$ cat config.mk
export PLATFORM = sky130hd
export DESIGN_NAME = swb_byte_engine
export DESIGN_NICKNAME = d
export VERILOG_FILES = /design/src/swb_pkg.sv /design/src/swb_slot_gen.sv /design/src/swb_byte_engine.sv
export SDC_FILE = /design/constraint.sdc
export NUM_CORES = 1
export LEC_CHECK = 0
export BUFFER_PORTS_ARGS = -buffer_cell sky130_fd_sc_hd__clkbuf_2
export CAP_MARGIN = 10
export CORE_UTILIZATION = 30
export CTS_CLUSTER_DIAMETER = 30
export DETAILED_ROUTE_END_ITERATION = 16
export PLACE_DENSITY = 0.45
export SYNTH_ARGS = -nofsm -noshare
export SYNTH_HDL_FRONTEND = slang
export SYNTH_SLANG_ARGS = --single-unit
$ cat constraint.sdc
create_clock -name sys_clk_in -period 2.4 [get_ports sys_clk_in]
set_input_delay 0.24 -clock sys_clk_in [delete_from_list [all_inputs] [get_ports sys_clk_in]]
set_output_delay 0.24 -clock sys_clk_in [all_outputs]
set_load 0.02 [all_outputs]
$ cat src/swb_pkg.sv
// shared constants, types and timing counts of the single wire byte engine
// assumes a 25 mhz system clock and a front end that decodes the host bus

package swb_pkg;

   // ********************************************************************
   // clock and timing
   // ********************************************************************
   localparam int CLK_PERIOD_PS = 40000;
   localparam int START_MAX_PS  = 262500;   // latest start of line activity
   localparam int START_MAX_CYC = START_MAX_PS / CLK_PERIOD_PS; // rounds down

   // slot figures in ns; plain defaults, tuned per system
   localparam int STD_SLOT_NS   = 70000;
   localparam int STD_LOW1_NS   = 6000;
   localparam int STD_LOW0_NS   = 60000;
   localparam int STD_SAMPLE_NS = 15000;
   localparam int OD_SLOT_NS    = 10000;
   localparam int OD_LOW1_NS    = 1000;
   localparam int OD_LOW0_NS    = 8000;
   localparam int OD_SAMPLE_NS  = 2000;

   // least times round up to whole cycles
   localparam int CLK_PERIOD_NS  = CLK_PERIOD_PS / 1000;
   localparam int STD_SLOT_CYC   =
      (STD_SLOT_NS + CLK_PERIOD_NS - 1) / CLK_PERIOD_NS;
   localparam int STD_LOW1_CYC   =
      (STD_LOW1_NS + CLK_PERIOD_NS - 1) / CLK_PERIOD_NS;
   localparam int STD_LOW0_CYC   =
      (STD_LOW0_NS + CLK_PERIOD_NS - 1) / CLK_PERIOD_NS;
   localparam int STD_SAMPLE_CYC =
      (STD_SAMPLE_NS + CLK_PERIOD_NS - 1) / CLK_PERIOD_NS;
   localparam int OD_SLOT_CYC    =
      (OD_SLOT_NS + CLK_PERIOD_NS - 1) / CLK_PERIOD_NS;
   localparam int OD_LOW1_CYC    =
      (OD_LOW1_NS + CLK_PERIOD_NS - 1) / CLK_PERIOD_NS;
   localparam int OD_LOW0_CYC    =
      (OD_LOW0_NS + CLK_PERIOD_NS - 1) / CLK_PERIOD_NS;
   localparam int OD_SAMPLE_CYC  =
      (OD_SAMPLE_NS + CLK_PERIOD_NS - 1) / CLK_PERIOD_NS;

   localparam int CNT_W = 11;               // holds the longest slot count

   // ********************************************************************
   // commands and fields
   // ********************************************************************
   localparam logic [7:0] CMD_WRITE_BYTE = 8'ha5;
   localparam logic [7:0] CMD_READ_BYTE  = 8'h96;
   localparam logic [7:0] CMD_SINGLE_BIT = 8'h87;
   localparam int         BIT_VALUE_POS  = 7;
   localparam logic [3:0] LAST_BIT_BYTE  = 4'h7;
   localparam logic [3:0] LAST_BIT_ONE   = 4'h0;
   localparam logic [7:0] READ_FILL      = 8'hff;  // read slots send ones
   localparam logic [7:0] BYTE_RST       = 8'h00;

   // ********************************************************************
   // types
   // ********************************************************************
   typedef enum logic [1:0] {
      SWB_IDLE      = 2'b00,
      SWB_WAIT_DATA = 2'b01,
      SWB_RUN       = 2'b10
   } swb_state_t;

   typedef enum logic [1:0] {
      SWB_KIND_WRITE = 2'b00,
      SWB_KIND_READ  = 2'b01,
      SWB_KIND_BIT   = 2'b10
   } swb_kind_t;

   typedef struct packed {
      logic od;      // overdrive_speed_select
      logic strong_pullup_enable;     // strong_pullup_enable
      logic active_pullup_enable;     // active_pullup_enable
   } swb_cfg_t;

   typedef struct packed {
      swb_state_t state;
      swb_kind_t  kind;
      swb_cfg_t   cfg;
      logic [7:0] shreg;
      logic [7:0] rxbyte;
      logic [3:0] bit_cnt;
      logic [3:0] last_bit;
      logic       busy;
      logic       ptr_pulse;
      logic       slot_start;
      logic       slot_bit;
      logic [7:0] read_data;
      logic       read_done;
   } swb_ctl_t;

   typedef struct packed {
      logic             active;
      logic             od;
      logic             bit_value;
      logic [CNT_W-1:0] cnt;
      logic             drive_low;
      logic             sample_valid;
      logic             sample_bit;
      logic             done;
   } swb_slot_t;

endpackage

$ cat src/swb_slot_gen.sv
// one time slot on the single wire line: drive low, release, sample
// assumes line_in is already synchronous to sys_clk_in

`timescale 1ns/1ps

module swb_slot_gen
   import swb_pkg::*;
#(
   parameter logic [CNT_W-1:0] STD_SLOT   = CNT_W'(STD_SLOT_CYC),
   parameter logic [CNT_W-1:0] STD_LOW1   = CNT_W'(STD_LOW1_CYC),
   parameter logic [CNT_W-1:0] STD_LOW0   = CNT_W'(STD_LOW0_CYC),
   parameter logic [CNT_W-1:0] STD_SAMPLE = CNT_W'(STD_SAMPLE_CYC),
   parameter logic [CNT_W-1:0] OD_SLOT    = CNT_W'(OD_SLOT_CYC),
   parameter logic [CNT_W-1:0] OD_LOW1    = CNT_W'(OD_LOW1_CYC),
   parameter logic [CNT_W-1:0] OD_LOW0    = CNT_W'(OD_LOW0_CYC),
   parameter logic [CNT_W-1:0] OD_SAMPLE  = CNT_W'(OD_SAMPLE_CYC)
) (
   input  wire logic sys_clk_in,
   input  wire logic sys_rst_in,
   input  wire logic start_in,
   input  wire logic bit_in,
   input  wire logic od_in,
   input  wire logic line_in,
   output logic      drive_low_out,
   output logic      sample_valid_out,
   output logic      sample_bit_out,
   output logic      done_out
);

   swb_slot_t st;
   swb_slot_t next_st;
   logic [CNT_W-1:0] cnt_nx;
   logic [CNT_W-1:0] low_len;
   logic [CNT_W-1:0] samp_at;
   logic [CNT_W-1:0] end_at;

   // ********************************************************************
   // slot sequencing
   // ********************************************************************
   // done rises two counts before the pitch: the engine registers the
   // restart one cycle later and the generator one more, so the pitch is
   // exact and eight slots fit the busy bound
   always_comb begin
      next_st              = st;
      next_st.sample_valid = 1'b0;
      next_st.done         = 1'b0;
      cnt_nx   = st.cnt + 1'b1;
      low_len  = st.od ? (st.bit_value ? OD_LOW1 : OD_LOW0)
                       : (st.bit_value ? STD_LOW1 : STD_LOW0);
      samp_at  = st.od ? OD_SAMPLE : STD_SAMPLE;
      end_at   = (st.od ? OD_SLOT : STD_SLOT) - 2'd2;
      if (!st.active) begin
         if (start_in) begin
            next_st.active    = 1'b1;
            next_st.od        = od_in;
            next_st.bit_value = bit_in;
            next_st.cnt       = '0;
            next_st.drive_low = 1'b1;
         end
      end else begin
         next_st.cnt = cnt_nx;
         if (cnt_nx == low_len) begin
            next_st.drive_low = 1'b0;
         end
         if (cnt_nx == samp_at) begin
            next_st.sample_valid = 1'b1;
            next_st.sample_bit   = line_in;
         end
         if (cnt_nx == end_at) begin
            next_st.active    = 1'b0;
            next_st.drive_low = 1'b0;
            next_st.done      = 1'b1;
         end
      end
   end

   // state register
   always_ff @(posedge sys_clk_in or posedge sys_rst_in) begin
      if (sys_rst_in) begin
         st <= '0;
      end else begin
         st <= next_st;
      end
   end

   assign drive_low_out    = st.drive_low;
   assign sample_valid_out = st.sample_valid;
   assign sample_bit_out   = st.sample_bit;
   assign done_out         = st.done;

endmodule // swb_slot_gen

$ cat src/swb_byte_engine.sv
// byte and bit command engine of the single wire master
// assumes a host bus front end that presents each received command code
// and parameter byte as a one-cycle strobe and asks for the ack decision
//
// Notes on behaviour
// single-bit parameter carries the bit in bit 7; other bits ignored
// write-byte code a5 plus data byte sends eight write slots
// host issues byte commands only after previous line activity ends
// busy at write-byte code: no ack for code or data, command dropped
// write-byte finishes within eight slot periods plus 262.5 ns
// write-byte line activity starts within 262.5 ns of last data bit
// bytes go out on the line least significant bit first
// accepted byte command points the read pointer at status
// read-byte code 96 runs eight read slots, stores byte in read data
// read-byte line behaviour equals eight write-one/read slots
// busy at read-byte code: code not acked, command dropped
// read-byte finishes within eight slot periods plus 262.5 ns
// read-byte line activity starts within 262.5 ns of code ack
// host sets read pointer to read data, then reads the byte
// write honours speed, strong and active pullup; read not strong
// line busy flag high across the slots, cleared at last slot end

`timescale 1ns/1ps

module swb_byte_engine
   import swb_pkg::*;
(
   input  wire logic       sys_clk_in,
   input  wire logic       sys_rst_in,
   input  wire logic       cmd_valid_in,
   input  wire logic [7:0] cmd_code_in,
   input  wire logic       data_valid_in,
   input  wire logic [7:0] data_in,
   input  wire logic       overdrive_speed_select_in,
   input  wire logic       strong_pullup_enable_in,
   input  wire logic       active_pullup_enable_in,
   input  wire logic       line_in,
   output logic            cmd_ack_out,
   output logic            data_ack_out,
   output logic            read_ptr_status_out,
   output logic            line_busy_flag_out,
   output logic [7:0]      read_data_out,
   output logic            read_data_valid_out,
   output logic            line_out,
   output logic            line_oe_out,
   output logic            strong_pullup_out,
   output logic            active_pullup_out
);

   // ********************************************************************
   // decoding
   // ********************************************************************
   function automatic logic cmd_known(input logic [7:0] code);
      cmd_known = (code == CMD_WRITE_BYTE) || (code == CMD_READ_BYTE) ||
                  (code == CMD_SINGLE_BIT);
   endfunction

   function automatic swb_kind_t cmd_kind(input logic [7:0] code);
      if (code == CMD_READ_BYTE) begin
         cmd_kind = SWB_KIND_READ;
      end else if (code == CMD_SINGLE_BIT) begin
         cmd_kind = SWB_KIND_BIT;
      end else begin
         cmd_kind = SWB_KIND_WRITE;
      end
   endfunction

   swb_ctl_t  st;
   swb_ctl_t  next_st;
   swb_kind_t new_kind;
   logic      cmd_ack;
   logic      data_ack;
   logic      slot_drive_low;
   logic      slot_sample_valid;
   logic      slot_sample_bit;
   logic      slot_done;

   // ********************************************************************
   // acknowledge decisions
   // ********************************************************************
   // combinational so the front end can answer in the ack bit itself
   assign new_kind = cmd_kind(cmd_code_in);
   assign cmd_ack  = cmd_valid_in && !st.busy &&
                     cmd_known(cmd_code_in);
   assign data_ack = data_valid_in && (st.state == SWB_WAIT_DATA);

   // ********************************************************************
   // command sequencing
   // ********************************************************************
   // a new code while waiting for data abandons the earlier command; the
   // front end only ever sends one parameter byte per code
   always_comb begin
      next_st            = st;
      next_st.ptr_pulse  = 1'b0;
      next_st.slot_start = 1'b0;
      next_st.read_done  = 1'b0;
      unique case (st.state)
         SWB_IDLE, SWB_WAIT_DATA: begin
            if (cmd_ack) begin
               next_st.ptr_pulse = 1'b1;
               next_st.kind      = new_kind;
               next_st.cfg.od    = overdrive_speed_select_in;
               next_st.cfg.active_pullup_enable   = active_pullup_enable_in;
               next_st.cfg.strong_pullup_enable   = strong_pullup_enable_in &&
                                   (new_kind != SWB_KIND_READ);
               next_st.bit_cnt   = '0;
               if (new_kind == SWB_KIND_READ) begin
                  // read slots start right after the code ack
                  next_st.state      = SWB_RUN;
                  next_st.busy       = 1'b1;
                  next_st.shreg      = READ_FILL;
                  next_st.slot_bit   = 1'b1;
                  next_st.slot_start = 1'b1;
                  next_st.last_bit   = LAST_BIT_BYTE;
                  next_st.rxbyte     = BYTE_RST;
               end else begin
                  next_st.state = SWB_WAIT_DATA;
               end
            end else if (data_ack) begin
               // whole byte is in hand, so the first slot can go at once
               next_st.state      = SWB_RUN;
               next_st.busy       = 1'b1;
               next_st.slot_start = 1'b1;
               next_st.shreg      = data_in;
               if (st.kind == SWB_KIND_BIT) begin
                  next_st.slot_bit = data_in[BIT_VALUE_POS];
                  next_st.last_bit = LAST_BIT_ONE;
               end else begin
                  next_st.slot_bit = data_in[0];
                  next_st.last_bit = LAST_BIT_BYTE;
               end
            end
         end
         SWB_RUN: begin
            if (slot_sample_valid) begin
               // line bits arrive lsb first, so shift in from the top
               next_st.rxbyte = {slot_sample_bit, st.rxbyte[7:1]};
            end
            if (slot_done) begin
               if (st.bit_cnt == st.last_bit) begin
                  next_st.state = SWB_IDLE;
                  next_st.busy  = 1'b0;
                  if (st.kind == SWB_KIND_READ) begin
                     next_st.read_data = st.rxbyte;
                     next_st.read_done = 1'b1;
                  end
               end else begin
                  next_st.bit_cnt    = st.bit_cnt + 1'b1;
                  next_st.shreg      = {1'b1, st.shreg[7:1]};
                  next_st.slot_bit   = st.shreg[1];
                  next_st.slot_start = 1'b1;
               end
            end
         end
         default: begin
            next_st = '0;
         end
      endcase
   end

   // state register
   always_ff @(posedge sys_clk_in or posedge sys_rst_in) begin
      if (sys_rst_in) begin
         st <= '0;
      end else begin
         st <= next_st;
      end
   end

   // ********************************************************************
   // slot generator
   // ********************************************************************
   swb_slot_gen u_slot (
      .sys_clk_in       (sys_clk_in),
      .sys_rst_in       (sys_rst_in),
      .start_in         (st.slot_start),
      .bit_in           (st.slot_bit),
      .od_in            (st.cfg.od),
      .line_in          (line_in),
      .drive_low_out    (slot_drive_low),
      .sample_valid_out (slot_sample_valid),
      .sample_bit_out   (slot_sample_bit),
      .done_out         (slot_done)
   );

   // ********************************************************************
   // outputs
   // ********************************************************************
   // open-drain line: only ever drives low; pullups help only while the
   // line is released inside a command
   assign cmd_ack_out         = cmd_ack;
   assign data_ack_out        = data_ack;
   assign read_ptr_status_out = st.ptr_pulse;
   assign line_busy_flag_out  = st.busy;
   assign read_data_out       = st.read_data;
   assign read_data_valid_out = st.read_done;
   assign line_out            = 1'b0;
   assign line_oe_out         = slot_drive_low;
   assign strong_pullup_out   = st.cfg.strong_pullup_enable && (st.state == SWB_RUN) &&
                                !slot_drive_low;
   assign active_pullup_out   = st.cfg.active_pullup_enable && (st.state == SWB_RUN) &&
                                !slot_drive_low;

   // ********************************************************************
   // checks
   // ********************************************************************
   localparam int AST_START_MAX = START_MAX_CYC;
   localparam int AST_BUSY_MAX  = 8 * STD_SLOT_CYC + START_MAX_CYC;

   logic [15:0] busy_len;

   // helper: length of the current busy stretch
   always_ff @(posedge sys_clk_in or posedge sys_rst_in) begin
      if (sys_rst_in) begin
         busy_len <= '0;
      end else begin
         busy_len <= st.busy ? busy_len + 1'b1 : '0;
      end
   end
endmodule // swb_byte_engine

==> summary.md <==
| Metric | Value |
|---|---|
| Maximum level of the CTS H-tree | `3` |
| Initial antenna violation count | `0` |
| Die boundary height | `107 um` |
| Max-cap viol count | `0` |
| Max Root-Sink Buffers | `2` |
| Post-route fraction of the period consumed by the critical path | `0.917` |
| Syn_area_per_cell | `9.42 sq um` |
| Cell count of the worst hold path | `2` |
| Achievable frequency | `0.454 GHz` |
| Placer Congestion | `roughly 0.88` |
| Arrival time worst endpoint | `2410 ps` |
| Required @ worst endpoint | `2610 ps` |
| Worst slew slack as a fraction of its limit | `0.576` |
| Fin util | `0.369` |
| Yosys cell types | `between 50 and 60` |
| Areal power density over the cells | `507 mW/mm^2` |
| Total count of max-transition violations in the final report | `0` |
| Type of element capturing the critical path | `register` |
| Ratio of routed vias to standard cells | `4.97` |
| TritonCTS clock tree | `built` |
| Critical-path cell with the highest stage delay | `dfrtp_1` |
| DRC marker count from the first detailed-route iteration | `between 150 and 200` |
| Fill count | `1,074` |
| DP Wirelength | `approximately 5500 um` |
| Synth Cell Area | `0.00331 sq mm` |
| Top-level I/O count | `41` |
| Initial Utilization | `0.315` |
| Number of instances in the synthesized netlist | `around 350` |
| Number of register bits inferred by synthesis | `58` |
| YS warnings | `0` |
| Cell taking the most area after synthesis | `dfrtp_1` |
| Critical Path Start Type | `register` |
| Number of rows in the core area | `37` |
| CP cell instances | `nand3_1, nor2_1, xnor2_1, nand2_1, nor4_2, mux2_2` |
| Delay of the slowest critical-path stage | `510 ps` |
| Critical path depth in cells | `6` |
| Register cell area after layout | `0.00145 sq mm` |
| Total power consumption of the routed design | `a little under 2 mW` |
| Max FO, Critical Path | `8` |
| Worst min-delay path startpoint | `overdrive_speed_select_in` |
| Crit Reg-Reg Startpoint | `u_slot.st[8]` |
| Largest net degree at the start of global routing | `59` |
| Number of global-route vias before repair | `2,570` |
| Worst R2R Setup Slack | `a little under 200 ps` |
| Layout overhead on the synthesized area | `17.4%` |
| Share of final-layout standard cells stronger than drive strength 1 | `0.246` |
| Count of flip-flops with a built-in enable after synthesis | `0` |
| Final TNS setup | `0 ps` |
| Number of buffers created by CTS | `9` |
| Post-detailed-route DRC marker count | `0` |
| Worst ir drop on vdd | `0.213 mV` |
| Setup Buffers After CTS | `0` |
| Hold EP | `st[39]` |
| Antenna diode count | `0` |
| Worst r2r dst | `u_slot.sample_bit_out` |
| Count of buffer and inverter cells on the critical path | `0` |
| Count of port buffers added during placement | `39` |
| Run status | `finished clean` |
| CTS root buf | `clkbuf_8` |
| Post-Route WL | `slightly below 8000 um` |
| Fraction of the yosys area taken by sequential cells | `0.439` |
| Count of endpoints failing hold in the final timing report | `0` |
| Full die area | `approximately 0.011 sq mm` |
| RSZ-0062 raised after global routing | `no` |
| Tightest Hold Check Type | `in -> reg` |
| Worst Slack Setup Final | `198 ps` |
| Area of the multi-input gates | `approximately 0.0017 sq mm` |
| Cells taking the most area after synthesis | `dfrtp_1 44%, o21ai_0 5.5%, nand2_1 4.7%, mux2_4 3.2%, a22o_1 2.6%` |
| Nets@finish | `417` |
| Cell leakage power | `1.74 nW` |
| Measured slew at the worst slew-check pin | `629 ps` |
| Portion of synthesized cell area occupied by the leading cell type | `0.439` |
| Period minus WS final | `around 2200 ps` |
| List of most frequent post-synthesis cells | `58 x dfrtp_1, 41 x nand2_1, 36 x o21ai_0` |
| Overall via count from detail_route | `2,639` |
| Clk slew on worst S/H paths | `70 ps` |
| Net count after synthesis | `378` |
| Share of synthesized registers carrying an async set or reset | `1.00` |
| First-pass GRT wire length | `13,100 um` |
| Startpoint-to-endpoint class of the critical path | `reg -> reg` |
| Sinks on the clock net | `58` |
| Skew-Pair Late Insertion Delay | `330 ps` |
| Floorplan core area | `0.0105 sq mm` |
| Count of final setup violators | `0` |
| Post-synth top flop | `dfrtp_1` |
| X dimension of the die | `107 um` |
| Hold_ws | `~140 ps` |
| Cell type group with the largest total delay on the critical path | `simple AND/OR/NAND/NOR gates` |
| Detailed-route wire length per cell | `14.7 um` |
| Number of nets with antenna violations after detailed routing | `0` |
| Number of cells traversed by the worst register-to-register path | `6` |
| Most frequent cell after synthesis | `dfrtp_1` |
| Global routing usage summed across all routing layers | `0.147` |
| Worst Clk Skew | `about 14 ps` |
| TritonRoute pass-1 iters | `4` |
| Setup Slack @ Placement | `107 ps` |
| Total gr overflow | `0` |
==> power breakdown <==
| part | switching (mW) | internal [mW] |
|---|---|---|
| Clock | 0.401 | 0.535 |
| Sequential | 0 | 0.977 |
| Combinational | 0.0321 | 0.0234 |
| Total | 0.433 | 1.54 |
==> worst max path at each step <==
stage | from | to
after CTS | u_slot.st[5] | u_slot.sample_bit_out
after global routing | u_slot.st[8] | u_slot.sample_bit_out
after floorplan | st[17] | st[30]
final | u_slot.st[8] | u_slot.sample_bit_out
after detailed placement | u_slot.st[5] | u_slot.sample_bit_out
after global placement | st[17] | st[32]
==> placed cells by master (no fill, tap or decap), types with 7 or more instances in the layout <==
master	instances
clkbuf_2	39
clkbuf_8	11
nand2b_1	12
a21oi_1	13
mux2_4	7
a22o_1	10
nand2_1	41
nand3_1	10
nor3_1	7
buf_4	20
o21ai_0	36
nor2_1	17
nor2b_1	9
dfrtp_1	58
xnor2_1	10
==> per-layer routing <==
layer,vias to the layer above,global-route usage,part of all wire
met2,43,0.220,0.45
met5,-,0,0
li1,1315,-,-
met3,10,0.0328,0.025
met4,0,0.0528,0.014
met1,1271,0.207,0.51
==> logic make-up after synthesis <==
family / Yosys count / share of synthesized area
AOI/OAI and AO/OA: 87 / 0.170
other: 1 / 0.00113
xor gates and xnor gates: 16 / 0.0424
DFF: 58 / 0.439
muxes: 18 / 0.0670
and+or+nand+nor: 128 / 0.206
buffers and inverters: 40 / 0.0628
adders and majority gates: 3 / 0.0114
==> registers in the layout (all words and copies together), names as in the netlist <==
signal / count
u_slot.sample_bit_out: 1
read_data_valid_out: 1
read_ptr_status_out: 1
read_data_out: 8
st: 29
u_slot.st: 14
u_slot.done_out: 1
u_slot.sample_valid_out: 1
line_busy_flag_out: 1
u_slot.drive_low_out: 1
==> per-stage QoR <==
stage          cells  instance area, sq um
2_1_floorplan    351                  3310
3_3_place_gp     514                  3660
3_5_place_dp     514                  3660
4_1_cts          531                  3870
5_1_grt          531                  3880
6_report         531                  3880
==> worst reg2reg max path: stages, from the launching register on <==
cell	delay [ps]
dfrtp_1	510
nand3_1	240
nor2_1	380
xnor2_1	190
nand2_1	90
nor4_2	310
mux2_2	380
==> timing repair <==
action / in CTS / in global routing
endpoints found under the hold margin: 58 / 0
setup endpoints to repair: 0 / 2
hold buffers: 1 / 0
resized for setup: 0 / 2
==> area by class of cell <==
type | count | share of cell area
Multi-Input combinational cell | 253 | 0.426
Sequential cell | 58 | 0.374
Timing Repair Buffer | 61 | 0.0967
Tap cell | 136 | 0.0438
Clock buffer | 12 | 0.0400
Clock inverter | 4 | 0.0129
Inverter | 7 | 0.00677
No activity file was read; power rests on OpenSTA's default activity.
